## config.mk

```make
export PLATFORM = sky130hd
export DESIGN_NAME = msd_memory_space_decoder
export DESIGN_NICKNAME = d
export VERILOG_FILES = /design/src/hw/msd_pkg.sv /design/src/hw/msd_memory_space_decoder.sv /design/src/hw/msd_target_decode.sv
export VERILOG_INCLUDE_DIRS = /design/src /design/src/hw
export SDC_FILE = /design/constraint.sdc
export NUM_CORES = 1
export LEC_CHECK = 0
export ABC_AREA = 1
export BUFFER_PORTS_ARGS = -buffer_cell sky130_fd_sc_hd__buf_2
export CAP_MARGIN = 40
export CORE_ASPECT_RATIO = 0.5
export CORE_UTILIZATION = 49
export DETAILED_ROUTE_END_ITERATION = 10
export GPL_ROUTABILITY_DRIVEN = 0
export PLACE_DENSITY = 0.91
export SKIP_LAST_GASP = 1
export SYNTH_ARGS = -nofsm -noshare
export SYNTH_HDL_FRONTEND = slang
export SYNTH_SLANG_ARGS = --single-unit
```

## constraint.sdc

```tcl
create_clock -name sys_clk -period 2.2 [get_ports sys_clk]
set_input_delay 0.33 -clock sys_clk [delete_from_list [all_inputs] [get_ports sys_clk]]
set_output_delay 0.33 -clock sys_clk [all_outputs]
set_load 0.005 [all_outputs]
```

## src/hw/msd_map.svh

```systemverilog
`ifndef MSD_MAP_SVH
`define MSD_MAP_SVH
// data space window limits
`define MSD_NVM_BASE    16'h0000
`define MSD_NVM_LAST    16'h01ff
`define MSD_RAM_BASE    16'h0200
`define MSD_RAM_LAST    16'h02ff
`define MSD_SPACE_BYTES 32'h00010000
// external cycle phase lengths in sys_clk cycles
`define MSD_ADDR_CYC    2
`define MSD_STRB_CYC    2
// level of the space select pin for program cycles
`define MSD_SEL_PROG    1'b1
`endif

```

## src/hw/msd_pkg.sv

```systemverilog
package msd_pkg;
  typedef enum logic [1:0] {
    MSD_TGT_EXT = 2'h0,
    MSD_TGT_NVM = 2'h1,
    MSD_TGT_RAM = 2'h2
  } msd_tgt_t;
  typedef enum logic [3:0] {
    MSD_IDLE = 4'h1,
    MSD_ADDR = 4'h2,
    MSD_STRB = 4'h4,
    MSD_DONE = 4'h8
  } msd_state_t;
endpackage : msd_pkg

```

## src/hw/msd_memory_space_decoder.sv

```systemverilog
`timescale 1ns/1ps
`include "msd_map.svh"
// Notes on behaviour
// [RL1] separate program and data spaces, each 64 KiB with 16-bit address
// [RL2] all program accesses, fetches too, go to external memory
// [RL3] data addresses 0..1FFh select on-chip nonvolatile memory
// [RL4] data addresses 200h..2FFh select on-chip RAM
// [RL5] external address: low byte muxed with data on one port, high byte other
// [RL6] drive program/data select for every external access
// [RL7] address strobe pulses low once per memory cycle; rise marks address valid
// [RL8] on-chip data access keeps data strobe high for whole cycle
// [RL9] direction low on memory writes, high otherwise
// [RL10] data addresses above RAM go external with program-style strobe sequence
module msd_memory_space_decoder (
  // clock and reset
  input  wire logic        sys_clk,
  input  wire logic        rstn,
  // core request
  input  wire logic        req_valid,
  output logic             req_ready,
  input  wire logic        req_prog,
  input  wire logic        req_write,
  input  wire logic [15:0] req_addr,
  input  wire logic [7:0]  req_wdata,
  // core answer
  output logic             rsp_valid,
  output logic [7:0]       rsp_rdata,
  // on-chip nonvolatile memory
  output logic             nvm_en,
  output logic             nvm_we,
  output logic [8:0]       nvm_addr,
  output logic [7:0]       nvm_wdata,
  input  wire logic [7:0]  nvm_rdata,
  // on-chip ram
  output logic             ram_en,
  output logic             ram_we,
  output logic [7:0]       ram_addr,
  output logic [7:0]       ram_wdata,
  input  wire logic [7:0]  ram_rdata,
  // external bus, port 0 muxed address/data
  input  wire logic [7:0]  ad_in,
  output logic [7:0]       ad_out,
  output logic [7:0]       ad_oe_n,
  // external bus, port 1 high address
  output logic [7:0]       addr_hi,
  // external bus strobes
  output logic             address_latch_strobe_n,
  output logic             transfer_strobe_n,
  output logic             rd_wr_n,
  output logic             prog_data_sel
);
  msd_pkg::msd_tgt_t   tgt;
  msd_pkg::msd_state_t state_ff;
  msd_pkg::msd_state_t nxt_state;
  msd_pkg::msd_tgt_t   tgt_ff;
  logic                write_ff;
  logic                prog_ff;
  logic [15:0]         addr_ff;
  logic [7:0]          wdata_ff;
  logic [1:0]          cnt_ff;
  logic [7:0]          ad_sync1_ff;
  logic [7:0]          ad_sync2_ff;
  logic                take;
  logic                phase_end;
  logic                nxt_write;
  logic                nxt_prog;
  logic [15:0]         nxt_addr;

  // full 16-bit address reaches every space
  msd_target_decode u_decode (
    .is_prog (req_prog),
    .addr    (req_addr),  // RL1
    .tgt     (tgt)
  );

  assign req_ready = (state_ff == msd_pkg::MSD_IDLE);
  assign take      = req_valid & req_ready;
  assign phase_end = (state_ff == msd_pkg::MSD_ADDR) ? (cnt_ff == 2'(`MSD_ADDR_CYC - 1))
                                                       : (cnt_ff == 2'(`MSD_STRB_CYC - 1));

  // request fields as they stand after this edge
  // pins switch with the take, not one cycle late with the old access
  assign nxt_write = take ? req_write : write_ff;
  assign nxt_prog  = take ? req_prog  : prog_ff;
  assign nxt_addr  = take ? req_addr  : addr_ff;

  // cycle sequencer
  // fixed phase lengths, no wait states from the far side
  always_comb begin
    nxt_state = state_ff;
    case (state_ff)
      msd_pkg::MSD_IDLE: if (take) nxt_state = msd_pkg::MSD_ADDR;
      msd_pkg::MSD_ADDR: if (phase_end) nxt_state = msd_pkg::MSD_STRB;
      msd_pkg::MSD_STRB: if (phase_end) nxt_state = msd_pkg::MSD_DONE;
      msd_pkg::MSD_DONE: nxt_state = msd_pkg::MSD_IDLE;
      default:           nxt_state = msd_pkg::MSD_IDLE;
    endcase
  end

  // state register
  always_ff @(posedge sys_clk or negedge rstn) begin
    if (!rstn) begin
      state_ff <= msd_pkg::MSD_IDLE;
    end else begin
      state_ff <= nxt_state;
    end
  end

  // phase counter
  always_ff @(posedge sys_clk or negedge rstn) begin
    if (!rstn) begin
      cnt_ff <= 2'h0;
    end else if (state_ff != nxt_state) begin
      cnt_ff <= 2'h0;
    end else if (state_ff != msd_pkg::MSD_IDLE) begin
      cnt_ff <= cnt_ff + 2'h1;
    end
  end

  // capture the request
  // held for the whole access so nothing moves mid-cycle
  always_ff @(posedge sys_clk or negedge rstn) begin
    if (!rstn) begin
      tgt_ff   <= msd_pkg::MSD_TGT_EXT;
      write_ff <= 1'b0;
      prog_ff  <= 1'b1;
      addr_ff  <= 16'h0000;
      wdata_ff <= 8'h00;
    end else if (take) begin
      tgt_ff   <= tgt;
      write_ff <= req_write;
      prog_ff  <= req_prog;
      addr_ff  <= req_addr;
      wdata_ff <= req_wdata;
    end
  end

  // external data input synchroniser
  // only the second stage feeds logic; the first may be metastable
  always_ff @(posedge sys_clk or negedge rstn) begin
    if (!rstn) begin
      ad_sync1_ff <= 8'h00;
      ad_sync2_ff <= 8'h00;
    end else begin
      ad_sync1_ff <= ad_in;
      ad_sync2_ff <= ad_sync1_ff;
    end
  end

  // external strobes, registered from the next state
  always_ff @(posedge sys_clk or negedge rstn) begin
    if (!rstn) begin
      address_latch_strobe_n <= 1'b1;
      transfer_strobe_n      <= 1'b1;
    end else begin
      // low for the address phase, rises on the same edge that starts the strobe phase
      address_latch_strobe_n <= !(nxt_state == msd_pkg::MSD_ADDR); // RL7
      transfer_strobe_n      <= !(nxt_state == msd_pkg::MSD_STRB && tgt_ff == msd_pkg::MSD_TGT_EXT); // RL8 RL10
    end
  end

  // direction, space select and high address byte
  always_ff @(posedge sys_clk or negedge rstn) begin
    if (!rstn) begin
      rd_wr_n       <= 1'b1;
      prog_data_sel <= `MSD_SEL_PROG;
      addr_hi       <= 8'h00;
    end else begin
      rd_wr_n       <= !((nxt_state == msd_pkg::MSD_ADDR || nxt_state == msd_pkg::MSD_STRB) && nxt_write); // RL9
      prog_data_sel <= nxt_prog ? `MSD_SEL_PROG : ~`MSD_SEL_PROG; // RL6
      addr_hi       <= nxt_addr[15:8]; // RL5
    end
  end

  // port 0: low address, then write data, else released
  always_ff @(posedge sys_clk or negedge rstn) begin
    if (!rstn) begin
      ad_out  <= 8'h00;
      ad_oe_n <= 8'hff;
    end else if (nxt_state == msd_pkg::MSD_ADDR) begin
      ad_out  <= nxt_addr[7:0]; // RL5
      ad_oe_n <= 8'h00;
    end else if (nxt_state == msd_pkg::MSD_STRB && write_ff && tgt_ff == msd_pkg::MSD_TGT_EXT) begin
      ad_out  <= wdata_ff; // RL5
      ad_oe_n <= 8'h00;
    end else begin
      ad_oe_n <= 8'hff;
    end
  end

  // on-chip memory ports during strobe phase
  // enable in the last strobe cycle, read data back one cycle later
  always_comb begin
    nvm_en    = (state_ff == msd_pkg::MSD_STRB) && (tgt_ff == msd_pkg::MSD_TGT_NVM) && phase_end; // RL3
    nvm_we    = nvm_en & write_ff;
    nvm_addr  = addr_ff[8:0];
    nvm_wdata = wdata_ff;
    ram_en    = (state_ff == msd_pkg::MSD_STRB) && (tgt_ff == msd_pkg::MSD_TGT_RAM) && phase_end; // RL4
    ram_we    = ram_en & write_ff;
    ram_addr  = addr_ff[7:0];
    ram_wdata = wdata_ff;
  end

  // answer to the core
  // external read data is the pin value seen one edge into the strobe phase
  always_ff @(posedge sys_clk or negedge rstn) begin
    if (!rstn) begin
      rsp_valid <= 1'b0;
      rsp_rdata <= 8'h00;
    end else begin
      rsp_valid <= (state_ff == msd_pkg::MSD_DONE);
      if (state_ff == msd_pkg::MSD_DONE && !write_ff) begin
        case (tgt_ff)
          msd_pkg::MSD_TGT_NVM: rsp_rdata <= nvm_rdata;
          msd_pkg::MSD_TGT_RAM: rsp_rdata <= ram_rdata;
          default:              rsp_rdata <= ad_sync2_ff;
        endcase
      end
    end
  end
endmodule : msd_memory_space_decoder

```

## src/hw/msd_target_decode.sv

```systemverilog
`timescale 1ns/1ps
`include "msd_map.svh"
module msd_target_decode (
  // access request
  input  wire logic              is_prog,
  input  wire logic [15:0]       addr,
  // selected target
  output msd_pkg::msd_tgt_t      tgt
);
  // program always external, data windows below 300h internal
  always_comb begin
    if (is_prog) begin
      tgt = msd_pkg::MSD_TGT_EXT; // RL2
    end else if (addr <= `MSD_NVM_LAST) begin
      tgt = msd_pkg::MSD_TGT_NVM; // RL3
    end else if (addr <= `MSD_RAM_LAST) begin
      tgt = msd_pkg::MSD_TGT_RAM; // RL4
    end else begin
      tgt = msd_pkg::MSD_TGT_EXT; // RL10
    end
  end
endmodule : msd_target_decode

```

[After elaboration in Yosys (flattened, before gate mapping)]
Index checks and enable logic that the tools add are counted.
Word-level totals
  register bits after elaboration: 87
  output and inout port bits: 75
  logic and storage cells: 70
Operators by class
  add/subtract/negate cells: 1
  order comparisons: 2
  equality and inequality tests: 11
  muxes and demuxes: 18
  bitwise logic cells: 3
  reductions and logical operators: 17
Operators with widths (count)
  two-way mux 8 bit: 4
  less-or-equal comparator 16 x 10 -> 1 bit, second input constant: 1
  less-or-equal comparator 16 x 9 -> 1 bit, second input constant: 1
  two-way mux 16 bit: 1
  case mux 8 bit (2 select lines): 1
  two-way mux 4 bit: 3
  case mux 4 bit (3 select lines): 1
  two-way mux 2 bit: 5
  logical AND 1 bit: 9
  equality test 4 x 2 -> 1 bit, second input constant: 2
  equality test 4 x 3 -> 1 bit, second input constant: 2
  equality test 2 x 1 -> 1 bit, second input constant: 2
  equality test 4 x 1 -> 1 bit, second input constant: 1
  equality test 4 bit, second input constant: 1
  zero test 1 bit: 4
  inequality test 4 x 1 -> 1 bit, second input constant: 1
  inequality test 4 bit: 1
  nonzero test 2 bit: 2
  AND 1 bit: 3
  two-way mux 1 bit: 3
  adder 2 x 1 -> 2 bit, second input constant: 1
  equality test 2 bit, second input constant: 1
  zero test 2 bit: 1
  logical OR 1 bit: 1

[Depth between registers and ports, before layout]
Gate-level depths: netlist (run 1).
  depth in word-level cells: 9
  mapped depth: 11
  gate-level depth less buffers: 10

[Hierarchy]
From an unflattened synthesis (run 1), not the netlist that was laid out.
Unflattened totals
  cell total of the unflattened synthesis: 381
  area, all modules: 3300.7 um^2
Modules (own cells, without submodules)
  msd_memory_space_decoder: instances 1, cells each 370, area each 3251.9 um^2, seq. area each 1784.2 um^2
  msd_target_decode: instances 1, cells each 11, area each 48.8 um^2, seq. area each 0.0 um^2

[Worst setup path after synthesis (run 1)]
OpenSTA, ideal clock, no wires.
  path type: register to register
  start point: reg tgt_ff[0]
  end point: reg rsp_rdata[7]
  library setup time: 130 ps
  arrival: 1422 ps
  slack: 648 ps
  cell stages (with the launch flop): 8
  buffers on the path: 2
  path through: dfrtp_1 inv_1 ha_1 buf_1 clkbuf_1 nand3_1 o211ai_1 o21ai_0
Between the ends
  longest elaborated chain between the ends: 2
Ends and longest elaborated chain
  start, declared: line msd_memory_space_decoder.sv:55  | msd_pkg::msd_tgt_t tgt_ff;
  start signal, assigned: line msd_memory_space_decoder.sv:124  | tgt_ff <= msd_pkg::MSD_TGT_EXT;
  start signal, assigned: line msd_memory_space_decoder.sv:130  | tgt_ff <= tgt;
  equality test 2 bit or equality test 2 x 1 -> 1 bit (tied branches): line msd_memory_space_decoder.sv:213  | case (tgt_ff)
  case mux 8 bit (2 select lines) *: line msd_memory_space_decoder.sv:213
  end signal, assigned: line msd_memory_space_decoder.sv:214  | msd_pkg::MSD_TGT_NVM: rsp_rdata <= nvm_rdata;
  end signal, assigned: line msd_memory_space_decoder.sv:215  | msd_pkg::MSD_TGT_RAM: rsp_rdata <= ram_rdata;
  end signal, assigned: line msd_memory_space_decoder.sv:216  | default: rsp_rdata <= ad_sync2_ff;
  end, declared: line msd_memory_space_decoder.sv:27  | output logic [7:0] rsp_rdata,
Every way passes the cells marked *; elsewhere a longest branch is shown, timed or not.
A chain may end at the register's enable or synchronous reset.

[Worst setup path in the final report (run 1)]
  start point: reg state_ff[2]
  end point: out nvm_we
Between the ends
  longest elaborated chain between the ends: 4
Ends and longest elaborated chain
  start, declared: line msd_memory_space_decoder.sv:53  | msd_pkg::msd_state_t state_ff;
  start signal, assigned: line msd_memory_space_decoder.sv:103  | state_ff <= msd_pkg::MSD_IDLE;
  start signal, assigned: line msd_memory_space_decoder.sv:105  | state_ff <= nxt_state;
  equality test 4 x 3 -> 1 bit: line msd_memory_space_decoder.sv:194  | nvm_en = (state_ff == msd_pkg::MSD_STRB) && (tgt_ff == msd_pkg::MSD_TGT_NVM) && phase_end;
  logical AND 1 bit (2 in series): line msd_memory_space_decoder.sv:194
  AND 1 bit: line msd_memory_space_decoder.sv:195  | nvm_we = nvm_en & write_ff;
  end, declared: line msd_memory_space_decoder.sv:30  | output logic nvm_we,
Every way passes these cells.

==> results.yml, run 1 <==
status:
  status: "finished with violations"
  violations: "negative hold slack"
sta:
  setup_repair_after_global_routing_missed_its_margin: "no"
  final_hold_violations: 9
  max_freq_ghz: 0.5117
  final-setup-viol-count: 0
  tns_ns: 0
  worst_slew_pin_slew_ns: 0.5580
  hold-worst-slack_ns: -0.003345
  slew_headroom: 0.6280
  period_needed_ns: 1.954
  timing_max_transition_violations_final: 0
  clock-skew-final_ns: 0.003674
  finalCritPeriodShare: 0.8883
synthesis:
  combinational_family_with_the_most_area_after_synthesis: "simple AND/OR/NAND/NOR gates"
  simple_logic_cell_fraction_of_the_synthesized_area: 0.2588
  yosys.area_share.xor_xnor: 0.002630
  synthFlopType: "sky130_fd_sc_hd__dfrtp_1"
  synth.avg_cell_area_um2: 8.929
  muxShareOfSynthArea: 0
  post_synth_inst_count: 373
  yosys.cell_count.top_type: "sky130_fd_sc_hd__nand2_1"
  post-synth-top-area-cell: "sky130_fd_sc_hd__dfrtp_1"
  yosys.cell_types.count: 29
  synthesized_area_fraction_occupied_by_adder_cells: 0.01503
  post_synth_most_frequent_cells: "sky130_fd_sc_hd__nand2_1, sky130_fd_sc_hd__dfrtp_1, sky130_fd_sc_hd__inv_1"
  synthesized_area_fraction_occupied_by_ao_oa_aoi_and_oai_cells: 0.05297
  synth-warning-count: 0
  synth_top_area_share: 0.4884
  syn-cell-area_um2: 3331
  synth_enable_flop_cells: 0
  asyncSetResetFlopFracSynth: 1.000
  synthTopCellsByArea: "sky130_fd_sc_hd__dfrtp_1, sky130_fd_sc_hd__nand2_1, sky130_fd_sc_hd__buf_4"
  synth_seq_area_share: 0.5357
  synth.net_count: 430
  ys_seq_elements: 71
grt:
  grt.total_usage: 0.2153
  initial_antenna_violation_count: 0
  grt_most_used_layer: "met2"
  globalRouteMet3Util: 0.07252
  overflow: 0
  grt_start_max_net_pins: 45
  via_count_of_the_first_global_routing_pass: 2518
  global_route_wire_length_before_repair_um: 11510
  use_met1: 0.2618
  grtUsageMet2: 0.3659
cells_and_area:
  synthToLayoutAreaGrowth_pct: 25.36
  finish.net_count: 535
  final_layout_size_suffix_gt1_frac: 0.3375
  antenna_cells_inserted: 0
  layout.cells.non_filler: 571
power:
  p_leak_uw: 0.002239
  combinationalPowerShare: 0.346
  sw_frac_of_total: 0.3431
  max-vdd-ir-drop_mv: 0.5626
  clockPowerShare: 0.281
  p_per_area_nw_per_um2: 1294
  power_report.internal_total_uw: 3549
  switching_power_uw: 1853
  p_seq_frac: 0.374
cts:
  post_cts_resize_count: 0
  cts.root.buffer_cell: "sky130_fd_sc_hd__clkbuf_16"
  clock_tree_from_tritoncts: "done"
  max-clock-path-buffers: 2
  clock_pin_transition_on_the_worst_setup_and_hold_timing_paths_ns: 0.05
  post-cts-setup-buffers: 0
  ctsHtreeMaxLevel: 3
  cts-hold-fix-buffers: 0
  cts_buf_count: 9
  cts.sinks: 71
  worst_skew_pair.late_latency_ns: 0.33
die:
  rows: 20
  die-width_um: 118.6
  dieArea_um2: 7151
  core_area_um2: 6306
  initial_utilization: 0.5282
  ios: 128
  dieHeight_um: 60.30
drt:
  routed_via_density: 4.760
  wire_per_inst_um: 12.32
  detail_route.drc_violations: 0
  ant_nets: 0
  drt-initial-drc-count: 147
  wirelength_um: 7033
  routed-via-count: 2718
  drt-pass1-iter-count: 4
critical_path:
  regToRegEndpoint: "tgt_ff[1]"
  worst_path_cell_chain: "inv_1, nor2_1, nand3_1, nor3_1, buf_2"
  timing.critical_path.to_type: "primary output"
  timing.reg2reg.worst_path_depth: 7
  endpoint: "nvm_we"
  worstSetupPathType: "reg -> out"
  cp_max_fo: 6
  critPathArrivalTime_ns: 1.62
  worst_path_largest_cell_delay_ns: 0.48
  critPathLaunchType: "flop"
  cell_type_of_the_slowest_stage_on_the_worst_timing_path: "sky130_fd_sc_hd__dfrtp_1"
  regToRegSetupSlack_ns: 0.52
  crit_path_start: "state_ff[2]"
  required_ns: 1.87
  rr_startpoint: "state_ff[0]"
run:
  drv_cap: 0
placement:
  numPlacedInstances: 555
  count_of_buffers_inserted_at_the_top_level_ports: 127
  dp.final_hpwl_um: 5095
hold_path:
  worstHoldPathType: "in -> async"
## routing by layer
metal | vias up | share of wire
met5 | - | 0
met4 | 0 | 0.011
met3 | 8 | 0.053
met2 | 82 | 0.48
met1 | 1256 | 0.45
li1 | 1372 | -
## state kept, by name, indices dropped and copies added, names as in the netlist
name / cells
nvm_wdata: 8
write_ff: 1
addr_ff: 9
transfer_strobe_n: 1
tgt_ff: 2
address_latch_strobe_n: 1
rd_wr_n: 1
ad_sync2_ff: 8
state_ff: 4
rsp_rdata: 8
ad_sync1_ff: 8
prog_data_sel: 1
ad_oe_n: 1
rsp_valid: 1
cnt_ff: 2
ad_out: 8
addr_hi: 7
## critical path: cells and delay by family, from the launching register on
kind | cells | cell delay [ns]
simple gates | 3 | 0.55
buf+inv | 2 | 0.27
flops | 1 | 0.48
## cell usage in the layout (no fill, tap or decap), types with 4 or more instances in the layout
cell	instances
sky130_fd_sc_hd__buf_2	126
sky130_fd_sc_hd__nand2_1	110
sky130_fd_sc_hd__dfrtp_1	65
sky130_fd_sc_hd__inv_1	46
sky130_fd_sc_hd__nand3_1	30
sky130_fd_sc_hd__o21ai_0	13
sky130_fd_sc_hd__nand4_1	10
sky130_fd_sc_hd__nor2_1	9
sky130_fd_sc_hd__o211ai_1	9
sky130_fd_sc_hd__clkbuf_16	9
sky130_fd_sc_hd__and2_1	8
sky130_fd_sc_hd__o21ai_1	6
sky130_fd_sc_hd__dfstp_2	6
sky130_fd_sc_hd__nor3_1	5
sky130_fd_sc_hd__ha_1	4
sky130_fd_sc_hd__buf_4	4
## per-stage QoR
stage / cell area (µm²) / util / hold slack [ns] / worst slack (ns) / total power, µW
6_report: 4175 / 0.6621 / -0.003345 / 0.2457 / 5402
5_1_grt: 4175 / 0.6621 / 0.02915 / 0.04200 / 5811
4_1_cts: 4175 / 0.6621 / 0.004629 / 0.2423 / 5440
3_5_place_dp: 3859 / 0.6119 / 0.3347 / 0.5337 / 3899
3_3_place_gp: 3859 / 0.6119 / 0.3317 / 0.5783 / 3838
2_1_floorplan: 3331 / - / 0.03441 / 0.6476 / 3387
## layout make-up
type / count / area (µm²)
fillers: 539 / 2131
flip-flops and latches: 71 / 1784
multi-input cells: 216 / 1097
repair buffers: 131 / 680.7
clock buffers: 12 / 246.5
inverters: 49 / 186.4
well taps: 88 / 110.1
clock inverters: 4 / 70.07
## logic make-up (layout without fill, tap and decap cells)
logic type | Yosys count | after routing
simple gates | 181 | 181
buf+inv | 86 | 196
flops | 71 | 71
compound gates | 30 | 30
fa+ha+maj | 4 | 4
xor+xnor | 1 | 1
## power groups by stage
stage | logic (µW) | registers, µW | clock network [µW]
after global placement | 1810 | 2020 | 0
final | 1870 | 2020 | 1520
after detailed placement | 1860 | 2040 | 0
after floorplan | 1350 | 2040 | 0
after global routing | 2140 | 2070 | 1600
after CTS | 1880 | 2020 | 1540
## worst min-delay path by stage
stage	start	endpoint	slack, ns	cells past startpoint
after detailed placement	ad_sync1_ff[5]	ad_sync2_ff[5]	0.33	0
after global placement	ad_sync1_ff[2]	ad_sync2_ff[2]	0.33	0
after floorplan	rstn	ad_out[0]	0.03	0
after global routing	rstn	ad_sync1_ff[6]	0.03	1
after CTS	rstn	ad_sync2_ff[6]	0.005	1
final	rstn	ad_sync1_ff[6]	-0.003	1
Note: power is estimated with default switching activity, not from simulation.
==> inputs of run 2 (changes only) <==
==> constraint.sdc (replaced) <==
create_clock -name sys_clk -period 1.8 [get_ports sys_clk]
set_input_delay 0.27 -clock sys_clk [delete_from_list [all_inputs] [get_ports sys_clk]]
set_output_delay 0.27 -clock sys_clk [all_outputs]
set_load 0.005 [all_outputs]
==> results.yml, run 2 (synthesis results as in run 1) <==
hold_path:
  worstHoldPathType: "in -> reg"
sta:
  setup_repair_after_global_routing_missed_its_margin: "no"
  timing_max_transition_violations_final: 0
  hold-worst-slack_ns: 0.04203
  clock-skew-final_ns: 0.005782
  final-setup-viol-count: 0
  finalCritPeriodShare: 0.9765
  max_freq_ghz: 0.5689
  final_hold_violations: 0
  slew_headroom: 0.6680
  period_needed_ns: 1.758
  setup_ws_ns: 0.04223
  worst_slew_pin_slew_ns: 0.4981
die:
  ios: 128
  rows: 20
  die-width_um: 118.6
  dieHeight_um: 60.30
  dieArea_um2: 7151
  core_area_um2: 6306
  initial_utilization: 0.5282
critical_path:
  timing.critical_path.to_type: "primary output"
  endpoint: "nvm_we"
  regToRegEndpoint: "ad_out[0]"
  rr_startpoint: "state_ff[0]"
  critPathLaunchType: "flop"
  required_ns: 1.53
  cp_max_fo: 6
  regToRegSetupSlack_ns: 0.11
  worstSetupPathType: "reg -> out"
  timing.reg2reg.worst_path_depth: 9
  critPathArrivalTime_ns: 1.49
  crit_path_start: "state_ff[1]"
placement:
  dp.final_hpwl_um: 5329
  setup_slack_after_placement_ns: 0.1341
  place_area_um2: 3881
  count_of_buffers_inserted_at_the_top_level_ports: 127
cells_and_area:
  postLayoutCoreUtil: 0.6778
  final_design_area_no_fill_um2: 4274
  finish.net_count: 545
  mostFrequentLayoutCell: "sky130_fd_sc_hd__buf_2"
  largest_register_ff_count: 9
  final_layout_size_suffix_gt1_frac: 0.3631
  largest-register: "addr_ff"
  antenna_cells_inserted: 0
  final_cell_mix: "sky130_fd_sc_hd__buf_2, sky130_fd_sc_hd__nand2_1, sky130_fd_sc_hd__dfrtp_1"
  filler_cells_inserted: 499
  synthToLayoutAreaGrowth_pct: 28.32
cts:
  cts.root.buffer_cell: "sky130_fd_sc_hd__clkbuf_16"
  clock_tree_from_tritoncts: "done"
  worst_skew_pair.late_latency_ns: 0.33
  cts.sinks: 71
  clock_pin_transition_on_the_worst_setup_and_hold_timing_paths_ns: 0.05
  cts_buf_count: 9
  max-clock-path-buffers: 2
  ctsHtreeMaxLevel: 3
drt:
  drt-pass1-iter-count: 4
  ant_nets: 0
  routed-via-count: 2840
  routed_via_density: 4.888
  detail_route.drc_violations: 0
  wire_per_inst_um: 13.28
  drt-initial-drc-count: 171
  wirelength_um: 7716
power:
  p_leak_uw: 0.002277
  max-vdd-ir-drop_mv: 0.6177
  p_per_area_nw_per_um2: 1588
grt:
  overflow: 0
  grt.total_usage: 0.2236
  global_route_wire_length_before_repair_um: 11940
  via_count_of_the_first_global_routing_pass: 2637
  grt_start_max_net_pins: 39
  initial_antenna_violation_count: 0
run:
  drv_cap: 0
status:
  status: "finished, final reports clean"
## run 2: worst min path at each step
stage	depth (start not counted)	endpoint	startpoint	slack (ns)
2_1_floorplan	0	ad_out[0]	rstn	-0.03
3_3_place_gp	1	rsp_rdata[6]	rstn	0.24
3_5_place_dp	1	rsp_rdata[5]	rstn	0.26
4_1_cts	1	ad_sync1_ff[5]	ad_in[5]	0.03
5_1_grt	1	ad_sync1_ff[5]	ad_in[5]	0.03
6_report	1	ad_sync1_ff[3]	ad_in[3]	0.04
## run 2: timing repair
item | CTS | global route
resized for setup | 4 | 6
hold buffers | 1 | 0
buffers inserted | 0 | 6
endpoints found under the setup margin | 4 | 14
pin swaps | 0 | 3
hold endpoints to repair | 28 | 0
## run 2: layout make-up
type / count / area [µm²] / area share
inverters: 49 / 186.4 / 0.04362
multi-input cells: 216 / 1126 / 0.2635
clock inverters: 4 / 70.07 / 0.01639
well taps: 88 / 110.1 / 0.02576
repair buffers: 141 / 758.2 / 0.1774
flip-flops and latches: 71 / 1787 / 0.4180
clock buffers: 12 / 236.5 / 0.05533
## run 2: stage by stage
stage / setup TNS, ns / std cells / total power [µW]
6_report: 0 / 581 / 6786
5_1_grt: 0 / 581 / 7240
3_5_place_dp: 0 / 558 / 4790
3_3_place_gp: 0 / 558 / 4696
2_1_floorplan: 0 / 373 / 4140
4_1_cts: -0.0003599 / 575 / 6693
## run 2: metal layers
metal	share of wire	routed length, µm	track usage
met5	0	0	0
met4	0.026	203	0.1067
met3	0.064	494	0.07156
met1	0.41	3125	0.2538
met2	0.50	3893	0.3993
## run 2: power by group
group          total, µW  internal, µW  switching (µW)
clock network       1830          1210             622
logic               2460          1070            1390
registers           2490          2120             377
## run 2: worst max-delay path, cell delays in order (launching register included)
cell	delay, ns
sky130_fd_sc_hd__dfrtp_2	0.48
sky130_fd_sc_hd__nor2_4	0.18
sky130_fd_sc_hd__nand3_2	0.15
sky130_fd_sc_hd__nor3_1	0.19
sky130_fd_sc_hd__buf_2	0.15
==> inputs of run 3 (changes only) <==
--- a/config.mk
+++ b/config.mk
@@ -7,13 +7,13 @@
 export NUM_CORES = 1
 export LEC_CHECK = 0
 export ABC_AREA = 1
-export BUFFER_PORTS_ARGS = -buffer_cell sky130_fd_sc_hd__buf_2
 export CAP_MARGIN = 40
 export CORE_ASPECT_RATIO = 0.5
-export CORE_UTILIZATION = 49
+export CORE_UTILIZATION = 63
 export DETAILED_ROUTE_END_ITERATION = 10
+export DONT_BUFFER_PORTS = 1
 export GPL_ROUTABILITY_DRIVEN = 0
-export PLACE_DENSITY = 0.91
+export PLACE_DENSITY = 0.9
 export SKIP_LAST_GASP = 1
 export SYNTH_ARGS = -nofsm -noshare
 export SYNTH_HDL_FRONTEND = slang
==> results.yml, run 3 (synthesis results as in run 1) <==
grt:
  global_route_wire_length_before_repair_um: 10610
  overflow: 0
  grt.total_usage: 0.2579
  via_count_of_the_first_global_routing_pass: 2261
  grt_start_max_net_pins: 72
  initial_antenna_violation_count: 0
critical_path:
  worstSetupPathType: "reg -> out"
  critPathLaunchType: "flop"
  cell_type_of_the_slowest_stage_on_the_worst_timing_path: "sky130_fd_sc_hd__dfrtp_1"
  critPathArrivalTime_ns: 1.45
  cpLargestDelayFamily: "simple AND/OR/NAND/NOR gates"
  worst_path_cell_chain: "nor2_2, nand3_2, nor2_1"
  path_buf_inv: 0
  timing.critical_path.to_type: "primary output"
  worst_path_largest_cell_delay_ns: 0.47
  cp_max_fo: 6
  required_ns: 1.53
sta:
  clock-skew-final_ns: 0.007116
  period_needed_ns: 1.724
  final_hold_violations: 71
  worst_slew_pin_slew_ns: 0.4875
  timing_max_transition_violations_final: 0
  max_freq_ghz: 0.5799
  final-setup-viol-count: 0
  finalCritPeriodShare: 0.9580
  hold-worst-slack_ns: -0.3810
  setup_repair_after_global_routing_missed_its_margin: "yes"
  slew_headroom: 0.6750
cells_and_area:
  largest-register: "addr_ff"
  filler_cells_inserted: 385
  antenna_cells_inserted: 0
  finish.net_count: 416
  largest_register_ff_count: 9
  sequential_cell_area_um2: 1785
  synthToLayoutAreaGrowth_pct: 4.433
  final_layout_size_suffix_gt1_frac: 0.1209
  mostFrequentLayoutCell: "sky130_fd_sc_hd__nand2_1"
  postLayoutCoreUtil: 0.6957
  multi_input_gate_area_in_the_final_layout_um2: 1120
  final_cell_mix: "sky130_fd_sc_hd__nand2_1, sky130_fd_sc_hd__dfrtp_1, sky130_fd_sc_hd__inv_1"
  final_design_area_no_fill_um2: 3478
status:
  violations: "negative hold slack"
  status: "finished with violations"
power:
  p_per_area_nw_per_um2: 1547
  design_power_total_uw: 5382
  p_leak_uw: 0.001706
  max-vdd-ir-drop_mv: 0.7757
hold_path:
  worstHoldPathType: "in -> async"
die:
  dieHeight_um: 53.42
  dieArea_um2: 5599
  initial_utilization: 0.6662
  ios: 128
  die-width_um: 104.8
  core_area_um2: 5000
  rows: 18
drt:
  drt-initial-drc-count: 167
  ant_nets: 0
  wirelength_um: 6674
  wire_per_inst_um: 15.38
  detail_route.drc_violations: 0
  routed-via-count: 2365
  drt-pass1-iter-count: 4
  routed_via_density: 5.449
cts:
  ctsHtreeMaxLevel: 3
  clock_pin_transition_on_the_worst_setup_and_hold_timing_paths_ns: 0.07
  cts-hold-fix-buffers: 8
  clock_tree_from_tritoncts: "done"
  max-clock-path-buffers: 2
  cts.sinks: 71
  worst_skew_pair.late_latency_ns: 0.34
  cts.root.buffer_cell: "sky130_fd_sc_hd__clkbuf_8"
  cts_buf_count: 9
run:
  drv_cap: 0
placement:
  count_of_buffers_inserted_at_the_top_level_ports: 0
  place_area_um2: 3186
  dp.final_hpwl_um: 4786
## run 3: worst paths after layout
| check | start | endpoint | slack [ns] | depth (start not counted) |
|---|---|---|---|---|
| setup reg to reg | state_ff[0] | ad_out[0] | 0.11 | 9 |
| setup / recovery | state_ff[1] | nvm_en | 0.08 | 3 |
| hold reg to reg | ad_sync1_ff[7] | ad_sync2_ff[7] | 0.35 | 0 |
| min in group sys_clk | req_valid | state_ff[0] | 0.01 | 1 |
| hold / removal | rstn | rsp_rdata[1] | -0.38 | 0 |
| max in group asynchronous | rstn | ad_oe_n[6] | 1.97 | 0 |
## run 3: area by class of cell
type                            instances  share of cell area
Multi-Input combinational cell        216              0.3219
Clock buffer                           10             0.03669
Timing Repair Buffer                   12             0.03165
Sequential cell                        71              0.5133
Tap cell                               70             0.02518
Clock inverter                          6             0.01763
Inverter                               49             0.05360
## run 3: metrics by stage
step                setup TNS, ns  instances  setup WS [ns]
CTS                             0        434        0.01367
global route            -0.007952        434      -0.005675
global placement                0        410         0.2539
detailed placement              0        410         0.1465
floorplan                       0        373         0.2476
finish                          0        434        0.07566
## run 3: what timing repair did
action / in CTS / in global routing
endpoints found under the hold margin: 79 / 71
resized for setup: 3 / 4
setup buffers: 0 / 0
setup endpoints to repair: 3 / 4
## run 3: power breakdown
| group | internal (µW) | switching [µW] | leakage [µW] | total, µW |
|---|---|---|---|---|
| registers | 2110 | 543 | 0.000826 | 2650 |
| logic | 543 | 978 | 0.000784 | 1520 |
| clock network | 635 | 573 | 0.0000960 | 1210 |
| total | 3290 | 2090 | 0.00171 | 5380 |
## run 3: worst reg2reg max path, cell delays in order, from the launching register on
cell and delay (ns):
sky130_fd_sc_hd__dfstp_2 0.58, sky130_fd_sc_hd__inv_2 0.08, sky130_fd_sc_hd__nor2_8 0.16, sky130_fd_sc_hd__nand3_4 0.16, sky130_fd_sc_hd__buf_4 0.26, sky130_fd_sc_hd__nand2_1 0.12
sky130_fd_sc_hd__nand3_1 0.08, sky130_fd_sc_hd__nand2_1 0.07, sky130_fd_sc_hd__nand2_1 0.05, sky130_fd_sc_hd__nand2_1 0.05
## run 3: routing by layer
layer  track usage  share of wire  wire, µm  vias to the layer above
met5             0              0         0                        -
met4       0.07981          0.010        70                        0
met3       0.09606          0.085       570                        9
met2        0.4592           0.48      3195                       94
met1        0.2979           0.43      2838                     1136
li1              -              -         -                     1126
